`src/hw/som_pkg.sv`:
```
package som_pkg;
    localparam int SOM_WORD_W = 16;
    localparam int SOM_BYTE_W = 8;
    localparam int SOM_SYNC_W = 6;
    localparam int SOM_SER_A_BIT = 7;
    localparam int SOM_SER_B_BIT = 8;
    localparam logic [15:0] SOM_OE_NONE = 16'h0000;
    localparam logic [15:0] SOM_OE_ALL = 16'hFFFF;
    localparam logic [15:0] SOM_OE_BYTE = 16'h00FF;
    localparam logic [15:0] SOM_OE_SERIAL = 16'h0180;
    localparam logic [15:0] SOM_WORD_RST = 16'h0000;
    localparam logic [1:0] SOM_SYNC_RST = 2'h3;

    typedef enum logic [1:0] {
        SOM_MODE_PARALLEL = 2'b00,
        SOM_MODE_SERIAL = 2'b01,
        SOM_MODE_BYTE = 2'b10
    } som_mode_t;

    typedef struct packed {
        logic cs_prev;
        logic rd_prev;
        logic phase;
        logic [15:0] hold;
        logic [15:0] sh_a;
        logic [15:0] sh_b;
        logic [15:0] bus_o;
        logic [15:0] bus_oe;
        logic ref_en;
    } som_state_t;
endpackage

```
`src/hw/som_pins_if.sv`:
```
interface som_pins_if;
    logic cs_b;
    logic rd_sclk;
    logic interface_select;
    logic byte_mode_select;
    logic high_byte_first;
    logic reference_select;

    modport sync (
        output cs_b,
        output rd_sclk,
        output interface_select,
        output byte_mode_select,
        output high_byte_first,
        output reference_select
    );
    modport core (
        input cs_b,
        input rd_sclk,
        input interface_select,
        input byte_mode_select,
        input high_byte_first,
        input reference_select
    );
endinterface

```
`src/hw/sample_output_interface_mux.sv`:
```
module sample_output_interface_mux
    import som_pkg::*;
(
    input wire logic ref_clk,
    input wire logic rst_b,
    input wire logic cs_b,
    input wire logic rd_sclk,
    input wire logic interface_select,
    input wire logic byte_mode_select,
    input wire logic high_byte_first,
    input wire logic reference_select,
    input wire logic [15:0] result_a,
    input wire logic [15:0] result_b,
    output logic [15:0] parallel_result_bus_o,
    output logic [15:0] parallel_result_bus_oe,
    output logic reference_pin_oe
);
    som_pins_if pins ();
    som_state_t st_q;
    som_state_t st_d;
    som_mode_t mode;
    logic cs_fall;
    logic cs_rise;
    logic rd_rise;
    logic sel_high;

    som_pin_sync u_sync (
        .ref_clk(ref_clk),
        .rst_b(rst_b),
        .raw({reference_select, high_byte_first, byte_mode_select,
              interface_select, rd_sclk, cs_b}),
        .pins(pins.sync)
    );

    function automatic som_mode_t decode_mode(input logic isel, input logic bsel);
        if (!isel) begin
            decode_mode = SOM_MODE_PARALLEL;
        end else if (bsel) begin
            decode_mode = SOM_MODE_BYTE;
        end else begin
            decode_mode = SOM_MODE_SERIAL;
        end
    endfunction

    assign mode = decode_mode(pins.interface_select, pins.byte_mode_select);
    assign cs_fall = st_q.cs_prev && !pins.cs_b;
    assign cs_rise = !st_q.cs_prev && pins.cs_b;
    assign rd_rise = !st_q.rd_prev && pins.rd_sclk;

    always_comb begin
        st_d = st_q;
        st_d.cs_prev = pins.cs_b;
        st_d.rd_prev = pins.rd_sclk;
        st_d.ref_en = pins.reference_select;
        // The word is frozen for the whole access so a new result cannot tear it.
        if (cs_fall) begin
            st_d.hold = result_a;
            st_d.sh_a = result_a;
            st_d.sh_b = result_b;
            st_d.phase = 1'b0;
        end else if (!pins.cs_b && rd_rise) begin
            st_d.sh_a = {st_q.sh_a[14:0], 1'b0};
            st_d.sh_b = {st_q.sh_b[14:0], 1'b0};
            if (mode == SOM_MODE_BYTE) begin
                st_d.phase = !st_q.phase;
            end
        end else if (cs_rise) begin
            st_d.phase = 1'b0;
        end
        sel_high = pins.high_byte_first ^ st_d.phase;
        st_d.bus_o = SOM_WORD_RST;
        st_d.bus_oe = SOM_OE_NONE;
        if (!pins.cs_b) begin
            case (mode)
                SOM_MODE_PARALLEL: begin
                    st_d.bus_o = st_d.hold;
                    if (!pins.rd_sclk) begin
                        st_d.bus_oe = SOM_OE_ALL;
                    end
                end
                SOM_MODE_BYTE: begin
                    st_d.bus_o[7:0] = sel_high ? st_d.hold[15:8] : st_d.hold[7:0];
                    if (!pins.rd_sclk) begin
                        st_d.bus_oe = SOM_OE_BYTE;
                    end
                end
                default: begin
                    // Pins 9..13 are host-held inputs here, so only the two outputs drive.
                    st_d.bus_o[SOM_SER_A_BIT] = st_d.sh_a[15];
                    st_d.bus_o[SOM_SER_B_BIT] = st_d.sh_b[15];
                    st_d.bus_oe = SOM_OE_SERIAL;
                end
            endcase
        end
    end

    always_ff @(posedge ref_clk or negedge rst_b) begin
        if (!rst_b) begin
            st_q <= '{cs_prev: 1'b1, rd_prev: 1'b1, phase: 1'b0, hold: SOM_WORD_RST,
                      sh_a: SOM_WORD_RST, sh_b: SOM_WORD_RST, bus_o: SOM_WORD_RST,
                      bus_oe: SOM_OE_NONE, ref_en: 1'b0};
        end else begin
            st_q <= st_d;
        end
    end

    assign parallel_result_bus_o = st_q.bus_o;
    assign parallel_result_bus_oe = st_q.bus_oe;
    assign reference_pin_oe = st_q.ref_en;
endmodule

```
`src/hw/som_pin_sync.sv`:
```
module som_pin_sync
    import som_pkg::*;
(
    input wire logic ref_clk,
    input wire logic rst_b,
    input wire logic [5:0] raw,
    som_pins_if.sync pins
);
    logic [5:0] meta_q;
    logic [5:0] sync_q;

    // Chip select and read strobe idle high, so they reset high.
    genvar i;
    generate
        for (i = 0; i < SOM_SYNC_W; i++) begin : g_sync
            always_ff @(posedge ref_clk or negedge rst_b) begin
                if (!rst_b) begin
                    meta_q[i] <= (i < 2) ? SOM_SYNC_RST[0] : 1'b0;
                    sync_q[i] <= (i < 2) ? SOM_SYNC_RST[1] : 1'b0;
                end else begin
                    meta_q[i] <= raw[i];
                    sync_q[i] <= meta_q[i];
                end
            end
        end
    endgenerate

    assign pins.cs_b = sync_q[0];
    assign pins.rd_sclk = sync_q[1];
    assign pins.interface_select = sync_q[2];
    assign pins.byte_mode_select = sync_q[3];
    assign pins.high_byte_first = sync_q[4];
    assign pins.reference_select = sync_q[5];
endmodule

```
`config.mk`:
```
export PLATFORM = sky130hd
export DESIGN_NAME = sample_output_interface_mux
export DESIGN_NICKNAME = d
export VERILOG_FILES = /design/src/hw/som_pkg.sv /design/src/hw/som_pins_if.sv /design/src/hw/sample_output_interface_mux.sv /design/src/hw/som_pin_sync.sv
export SDC_FILE = /design/constraint.sdc
export NUM_CORES = 1
export LEC_CHECK = 0
export BUFFER_PORTS_ARGS = -buffer_cell sky130_fd_sc_hd__buf_2
export CAP_MARGIN = 20
export CORE_ASPECT_RATIO = 2
export CORE_MARGIN = 4
export CORE_UTILIZATION = 54
export DETAILED_ROUTE_END_ITERATION = 7
export PLACE_DENSITY = 0.79
export SETUP_SLACK_MARGIN = 0.02
export SLEW_MARGIN = 30
export SYNTH_ARGS = -nofsm -noshare
export SYNTH_HDL_FRONTEND = slang
export SYNTH_SLANG_ARGS = --single-unit
```
`constraint.sdc`:
```
create_clock -name ref_clk -period 2.3 [get_ports ref_clk]
set_input_delay 0.115 -clock ref_clk [delete_from_list [all_inputs] [get_ports ref_clk]]
set_output_delay 0.115 -clock ref_clk [all_outputs]
set_load 0.02 [all_outputs]
```
==> flow_summary_export.csv, run 1 <==
group,metric,value,unit
yosys,syn_avg_cell_area,11.1,sq um
pwr,p_per_area,829,nW/um^2
detailed_routing,ant_nets,0,
pwr,combPwrFrac,12.3,%
setup_path,start_kind,"register",
setup_path,cp-end-kind,"register",
pwr,power.switching,0.904,mW
cells_and_area,fillers,515,
cells_and_area,diodes,0,
yosys,postSynthCellCount,327,
grt,grt_pass1_wl,12300,um
job,max_cap_violations,0,
grt,grt_use_total,20.1,%
yosys,synth_top_area_cell,"dfrtp_1",
yosys,yosysWarnings,0,
placed_design,dp_hpwl,5000,um
floorplan,fp.dieW,66.0,um
sta,finalClockSkew,0.00829,ns
sta,setup_viol,0,
placed_design,portBuffers,72,
placed_design,gp_congestion,0.953,
sta,worst_pin_slew,0.725,ns
floorplan,num_rows,42,
floorplan,design.portCount,73,
cells_and_area,finalNonFillerCells,483,
setup_path,worst_r2r_path_depth,5,
yosys,ys_seq_area_share,58.2,%
sta,period_share,87.5,%
clock_network,cts_max_path_buffers,2,
setup_path,path_class,"register to register",
pwr,leakagePower,2.13,nW
yosys,yosysTopAreaCellShare,53.8,%
sta,min_period,2.01,ns
cells_and_area,final_nets,430,
setup_path,required,2.53,ns
cells_and_area,area_growth,20.1,%
sta,fin_tns_setup,0,ns
clock_network,cts_root_buffer,"clkbuf_16",
clock_network,cts_made_buffers,9,
sta,grt_setup_unrepaired,"no",
floorplan,die_y,124,um
grt,grt_pass1_vias,2632,
pwr,clockPowerShare,39.8,%
setup_path,rr_startpoint,"u_sync.pins.rd_sclk$_DFF_PN1_",
grt,overflow,0,
run_status,status,"complete, no violations",
yosys,syn_area,3630,sq um
sta,hold_violations,0,
yosys,synth_top_family_by_area,"simple AND/OR/NAND/NOR gates",
yosys,synthTopCellsByArea,"dfrtp_1 54%, mux2i_1 8.8%, buf_4 6.6%, nand2_1 4.7%, o21ai_0 4.4%",
pwr,pwr-share-seq,47.9,%
clock_network,cts_max_level,3,
pwr,p_int,2.71,mW
worst_hold_path,hp-start,"result_a[10]",
detailed_routing,drc,0,
yosys,yosys.area_share.adder,0,%
setup_path,ff2ff_setup_slack,0.29,ns
clock_network,clk_latency,0.34,ns
grt,grt_max_degree,85,
pwr,ir_drop,688,uV
detailed_routing,wl,7320,um
yosys,ys_seq_elements,84,
yosys,synthSimpleGateAreaFrac,11.0,%
clock_network,ctsResizeCount,0,
setup_path,critPathMaxFanout,10,
floorplan,die_area,8170,sq um
clock_network,clkTransAtPathRegs,0.06,ns
cells_and_area,drive_gt1_share,27.6,%
yosys,muxShareOfSynthArea,9.45,%
worst_hold_path,hold_depth,3,
grt,grt_antenna_before_repair,0,
yosys,synth_xor_area_share,0,%
setup_path,arrival,2.25,ns
placed_design,placed_cells,447,
floorplan,initial_utilization,55.2,%
floorplan,core_area,6570,sq um
cells_and_area,multi_input_area,1140,sq um
yosys,synth-compound-area-share,10.6,%
detailed_routing,num_vias,2463,
detailed_routing,drt_iter0_drc,130,
sta,drv_slew,0,
worst_hold_path,hp-class,"primary input to register",
cells_and_area,regArea,2110,sq um
detailed_routing,wl_per_cell,15.2,um
worst_hold_path,whs_endpoint,"st_q[59]$_DFFE_PN0P_",
clock_network,cts_tree,"built",
sta,relSlewSlack,51.7,%
yosys,synth_nets,367,
detailed_routing,via_per_inst,5.10,
sta,max_freq,497,MHz
pwr,sw_frac_of_total,25.0,%
yosys,ys_types,36,
setup_path,r2r_end,"parallel_result_bus_o[1]$_DFF_PN0_",
detailed_routing,firstDrtPassIters,6,
clock_network,clock_sinks,84,
-- worst max-delay path by stage --
stage | start | endpoint | slack, ns
after floorplan | u_sync.pins.rd_sclk$_DFF_PN1_ | parallel_result_bus_o[1]$_DFF_PN0_ | 0.42
after global placement | u_sync.pins.rd_sclk$_DFF_PN1_ | parallel_result_bus_o[3]$_DFF_PN0_ | 0.41
after detailed placement | u_sync.pins.rd_sclk$_DFF_PN1_ | parallel_result_bus_o[6]$_DFF_PN0_ | 0.34
after CTS | u_sync.pins.rd_sclk$_DFF_PN1_ | parallel_result_bus_o[6]$_DFF_PN0_ | 0.32
after global routing | u_sync.pins.rd_sclk$_DFF_PN1_ | parallel_result_bus_o[6]$_DFF_PN0_ | 0.18
final | u_sync.pins.rd_sclk$_DFF_PN1_ | parallel_result_bus_o[1]$_DFF_PN0_ | 0.29
-- timing repair --
item / CTS / global route
endpoints found under the hold margin: 94 / 0
buffers inserted: 0 / 0
hold buffers: 20 / 0
-- sequential cells by signal (all words and copies together) (netlist names), 4 cells and up --
| register | cells |
|---|---|
| parallel_result_bus_o | 16 |
| parallel_result_bus_oe | 4 |
| st_q | 51 |
| u_sync.meta_q | 6 |
-- cells in the final DEF, fill, tap and decap left out, types with 2 or more instances in the layout --
master         synthesis  routed
a211oi_1               3       3
a21boi_0               7       7
a21oi_1                3       3
and2_1                 6       6
and3b_1                2       2
buf_2                 12      71
buf_4                 32       8
clkbuf_16              0       9
dfrtp_1               78      78
dfstp_2                6       6
dlygate4sd3_1          0      20
inv_1                 18      18
mux2i_1               32      32
nand2_1               45      45
nand2b_1               2       2
nand3_1                3       3
nor2_1                14      14
nor2b_1                4       3
o21ai_0               32      32
o21ai_1                2       2
o32ai_1                6       6
-- worst max-delay path, stage by stage, from the launching register on --
cell      delay [ns]
dfstp_2         0.62
nand4b_2        0.17
mux2i_4         0.24
and3b_1         0.22
or2_1           0.35
o32ai_1         0.33
-- cell usage after synthesis (all sizes together) --
| cell | number |
|---|---|
| o21ai | 34 |
| nor4 | 1 |
| o22ai | 1 |
| o21a | 1 |
| and2 | 6 |
| a31oi | 1 |
| clkbuf | 3 |
| nor2b | 4 |
| a21o | 1 |
| and3b | 2 |
| o2111ai | 1 |
| a21boi | 8 |
| dfstp | 6 |
| o32ai | 6 |
| nand2b | 2 |
| nand3b | 1 |
| o22a | 1 |
| nand3 | 3 |
| inv | 18 |
| buf | 45 |
| nor3 | 1 |
| dfrtp | 78 |
| nand2 | 45 |
| nor3b | 2 |
| mux2i | 33 |
| or2 | 1 |
| o311ai | 1 |
| a211oi | 3 |
| nor2 | 14 |
| a21oi | 3 |
| nand4b | 1 |
-- area by class of cell --
class,instances,area share (%)
Timing Repair Buffer,100,14.4
Clock buffer,11,5.57
Clock inverter,5,1.38
Multi-Input combinational cell,177,26.2
Inverter,18,1.55
Sequential cell,84,48.4
Tap cell,88,2.53
-- kinds of logic (layout without fill, tap and decap cells) --
kind of cell           after synthesis  after routing
flip-flops                          84             84
AND/OR/NAND/NOR                     83             83
buffers and inverters               66            134
AO/OA/AOI/OAI                       61             61
multiplexers                        33             33
-- per-layer routing --
metal | routed length [um] | vias to the layer above | track usage (%)
met5 | 0 | - | 0
met4 | 160 | 0 | 10.7
met3 | 346 | 12 | 4.78
li1 | - | 1192 | -
met1 | 2750 | 1192 | 22.2
met2 | 4070 | 67 | 35.1
-- metrics by stage --
step	utilization [%]	worst slack (ns)	total power, mW	area [sq um]	hold slack (ns)
2_1_floorplan	-	0.415	2.04	3630	-0.181
3_3_place_gp	58.6	0.414	2.16	3850	0.224
3_5_place_dp	58.6	0.339	2.18	3850	0.224
4_1_cts	66.3	0.319	3.65	4350	0.00947
5_1_grt	66.3	0.181	3.77	4360	0.0221
6_report	66.3	0.287	3.61	4360	0.0103
-- power groups by stage --
| stage | Sequential, mW | Clock, mW | Combinational, mW |
|---|---|---|---|
| floorplan | 1.72 | 0 | 0.322 |
| global placement | 1.75 | 0 | 0.404 |
| detailed placement | 1.76 | 0 | 0.417 |
| CTS | 1.73 | 1.47 | 0.448 |
| global route | 1.75 | 1.52 | 0.502 |
| finish | 1.73 | 1.44 | 0.446 |
Note: power is estimated with default switching activity, not from simulation.
==> inputs of run 2 (changes only) <==
ABC_AREA = 1   (was default)
PLACE_DENSITY = 0.78   (was 0.79)
==> run 2 against run 1 <==
Net effect: non-clock buffer count shrank 14; core utilization shrank 1.9 points; total power grew 1.3%; routed wire length grew 7.3%; fmax grew 9.0%; critical path depth grew 4; combinational power grew 13%; sequential power is essentially flat; clock-buffer cell count grew 1; clock skew shrank 0.0025 ns; clock power is essentially flat.
==> flow_summary_export.csv, run 2 <==
group,metric,value,unit
setup_path,crit_start,"u_sync.pins.cs_b$_DFF_PN1_",
pwr,clockPowerShare,39.2,%
floorplan,design.portCount,73,
grt,grt_max_degree,49,
cells_and_area,finalNonFillerCells,533,
setup_path,required,2.53,ns
yosys,ys_types,34,
cells_and_area,drive_gt1_share,25.4,%
pwr,p_per_area,858,nW/um^2
yosys,synth_edf_count,0,
cells_and_area,regArea,2110,sq um
floorplan,die_y,125,um
sta,grt_setup_unrepaired,"no",
floorplan,core_area,6620,sq um
cells_and_area,fillers,558,
pwr,combPwrFrac,13.8,%
detailed_routing,via_per_inst,5.08,
sta,worst_pin_slew,0.468,ns
floorplan,fp.dieW,66.3,um
yosys,synthTopCellsByArea,"dfrtp_1 53%, nand2_1 9.3%, buf_4 6.7%, inv_1 4.4%, dfstp_2 4.3%",
yosys,yosysTopAreaCellShare,53.1,%
run_status,status,"complete, no violations",
setup_path,ff2ff_setup_slack,0.45,ns
setup_path,critPathMaxFanout,25,
setup_path,rr_startpoint,"u_sync.pins.cs_b$_DFF_PN1_",
sta,period_share,80.3,%
yosys,ys_seq_area_share,57.4,%
clock_network,cts_max_level,3,
cells_and_area,design_area,4270,sq um
sta,min_period,1.85,ns
detailed_routing,drc,0,
sta,fin_ws,0.454,ns
yosys,ys.flop_type,"dfrtp_1",
sta,relSlewSlack,68.8,%
detailed_routing,wl,7850,um
pwr,pwr-share-seq,47.0,%
sta,max_freq,542,MHz
clock_network,clock_sinks,84,
placed_design,dp_worst_setup_slack,0.433,ns
setup_path,path_cells,"inv_4 > nand2_8 > inv_2 > o21ai_2 > inv_1 > nand3_1 > nand3_1 > nand2_1 > inv_1",
grt,grt_pass1_vias,2797,
detailed_routing,wl_per_cell,14.7,um
clock_network,cts_max_path_buffers,2,
placed_design,dp_hpwl,5640,um
setup_path,worst_r2r_path_depth,9,
placed_design,place_area,3870,sq um
pwr,leakagePower,2.27,nW
cells_and_area,multi_input_area,1070,sq um
pwr,sw_frac_of_total,25.7,%
yosys,syn_area,3680,sq um
clock_network,cts_tree,"built",
setup_path,start_kind,"register",
yosys,synth_nets,427,
cells_and_area,mostFrequentLayoutCells,"91 x nand2_1, 78 x dfrtp_1, 71 x buf_2, 43 x inv_1, 29 x nand3_1",
detailed_routing,num_vias,2705,
yosys,ys_seq_elements,84,
pwr,p_int,2.72,mW
cells_and_area,regMostFlops,"st_q",
cells_and_area,area_growth,16.1,%
cells_and_area,largest_reg_flops,51,
grt,grt_pass1_wl,13000,um
grt,overflow,0,
grt,grt_antenna_before_repair,0,
clock_network,cts_root_buffer,"clkbuf_16",
clock_network,cts_made_buffers,9,
setup_path,cp_slowest_cell,"dfstp_2",
yosys,syn_avg_cell_area,9.50,sq um
worst_hold_path,hp-class,"primary input to register",
floorplan,die_area,8270,sq um
detailed_routing,firstDrtPassIters,5,
placed_design,portBuffers,72,
clock_network,clk_latency,0.34,ns
clock_network,clkTransAtPathRegs,0.06,ns
yosys,synth_top_area_cell,"dfrtp_1",
setup_path,critPathMaxStageDelay,0.60,ns
sta,worst_hold_slack,0.00428,ns
yosys,yosysWarnings,0,
yosys,async_flop_share,100,%
setup_path,cp-end-kind,"register",
sta,finalClockSkew,0.00581,ns
setup_path,crit_end,"parallel_result_bus_o[7]$_DFF_PN0_",
sta,drv_slew,0,
pwr,power.switching,0.940,mW
yosys,postSynthCellCount,387,
placed_design,placed_cells,508,
yosys,synth_most_common_cell,"nand2_1",
job,max_cap_violations,0,
floorplan,num_rows,42,
setup_path,arrival,2.08,ns
floorplan,initial_utilization,55.5,%
sta,hold_violations,0,
sta,fin_tns_setup,0,ns
pwr,p_total,3.66,mW
sta,setup_viol,0,
detailed_routing,drt_iter0_drc,154,
cells_and_area,finalCoreUtilization,64.5,%
grt,grt_use_total,20.9,%
cells_and_area,diodes,0,
setup_path,r2r_end,"parallel_result_bus_o[7]$_DFF_PN0_",
cells_and_area,final_nets,480,
detailed_routing,ant_nets,0,
setup_path,path_class,"register to register",
yosys,synth_commonest_cells,"91 x nand2_1, 78 x dfrtp_1, 43 x inv_1",
cells_and_area,final_common_cell,"nand2_1",
pwr,ir_drop,612,uV
placed_design,gp_congestion,0.833,
## run 2: metal layers
layer / track usage, % / part of all wire, % / vias to the layer above
met1: 22.9 / 35 / 1284
li1: - / - / 1305
met2: 34.8 / 54 / 84
met5: 0 / 0 / -
met3: 5.51 / 5.5 / 32
met4: 12.5 / 5.1 / 0
## run 2: logic make-up (layout without fill, tap and decap cells)
| group | count (synthesis) | in the layout | share of synthesized area (%) |
|---|---|---|---|
| simple gates | 158 | 158 | 20.0 |
| compound gates | 55 | 55 | 9.02 |
| buf+inv | 90 | 148 | 13.6 |
| flops | 84 | 84 | 57.4 |
## run 2: worst min-delay path by stage
stage | from | to | depth (start not counted)
after global routing | result_b[0] | st_q[33]$_DFFE_PN0P_ | 2
after global placement | rst_b | u_sync.meta_q[5]$_DFF_PN0_ | 1
after floorplan | rst_b | parallel_result_bus_o[0]$_DFF_PN0_ | 0
final | result_b[4] | st_q[37]$_DFFE_PN0P_ | 3
after detailed placement | rst_b | u_sync.meta_q[5]$_DFF_PN0_ | 1
after CTS | result_b[4] | st_q[37]$_DFFE_PN0P_ | 3
## run 2: what timing repair did
action | in CTS | in global routing
endpoints found under the hold margin | 38 | 0
setup buffers | 0 | 0
hold buffers | 9 | 0
resized for setup | 0 | 0
## run 2: power by group through the flow
stage	Combinational [mW]	Sequential, mW	Clock, mW
2_1_floorplan	0.373	1.73	0
3_3_place_gp	0.480	1.74	0
3_5_place_dp	0.493	1.74	0
4_1_cts	0.513	1.72	1.46
5_1_grt	0.573	1.74	1.54
6_report	0.506	1.72	1.44
## run 2: final cells by class
type	count	share of cell area [%]
sequential	84	49.4
multi-input combinational	213	25.0
timing repair buffer	86	11.8
clock buffer	12	6.01
inverter	46	4.10
tap	88	2.58
clock inverter	4	1.11
## run 2: worst max-delay path: cells and delay by family (launching register included)
kind | cells | cell delay (ns)
AO/OA/AOI/OAI | 1 | 0.25
buffers and inverters | 4 | 0.46
flip-flops | 1 | 0.60
AND/OR/NAND/NOR | 4 | 0.40
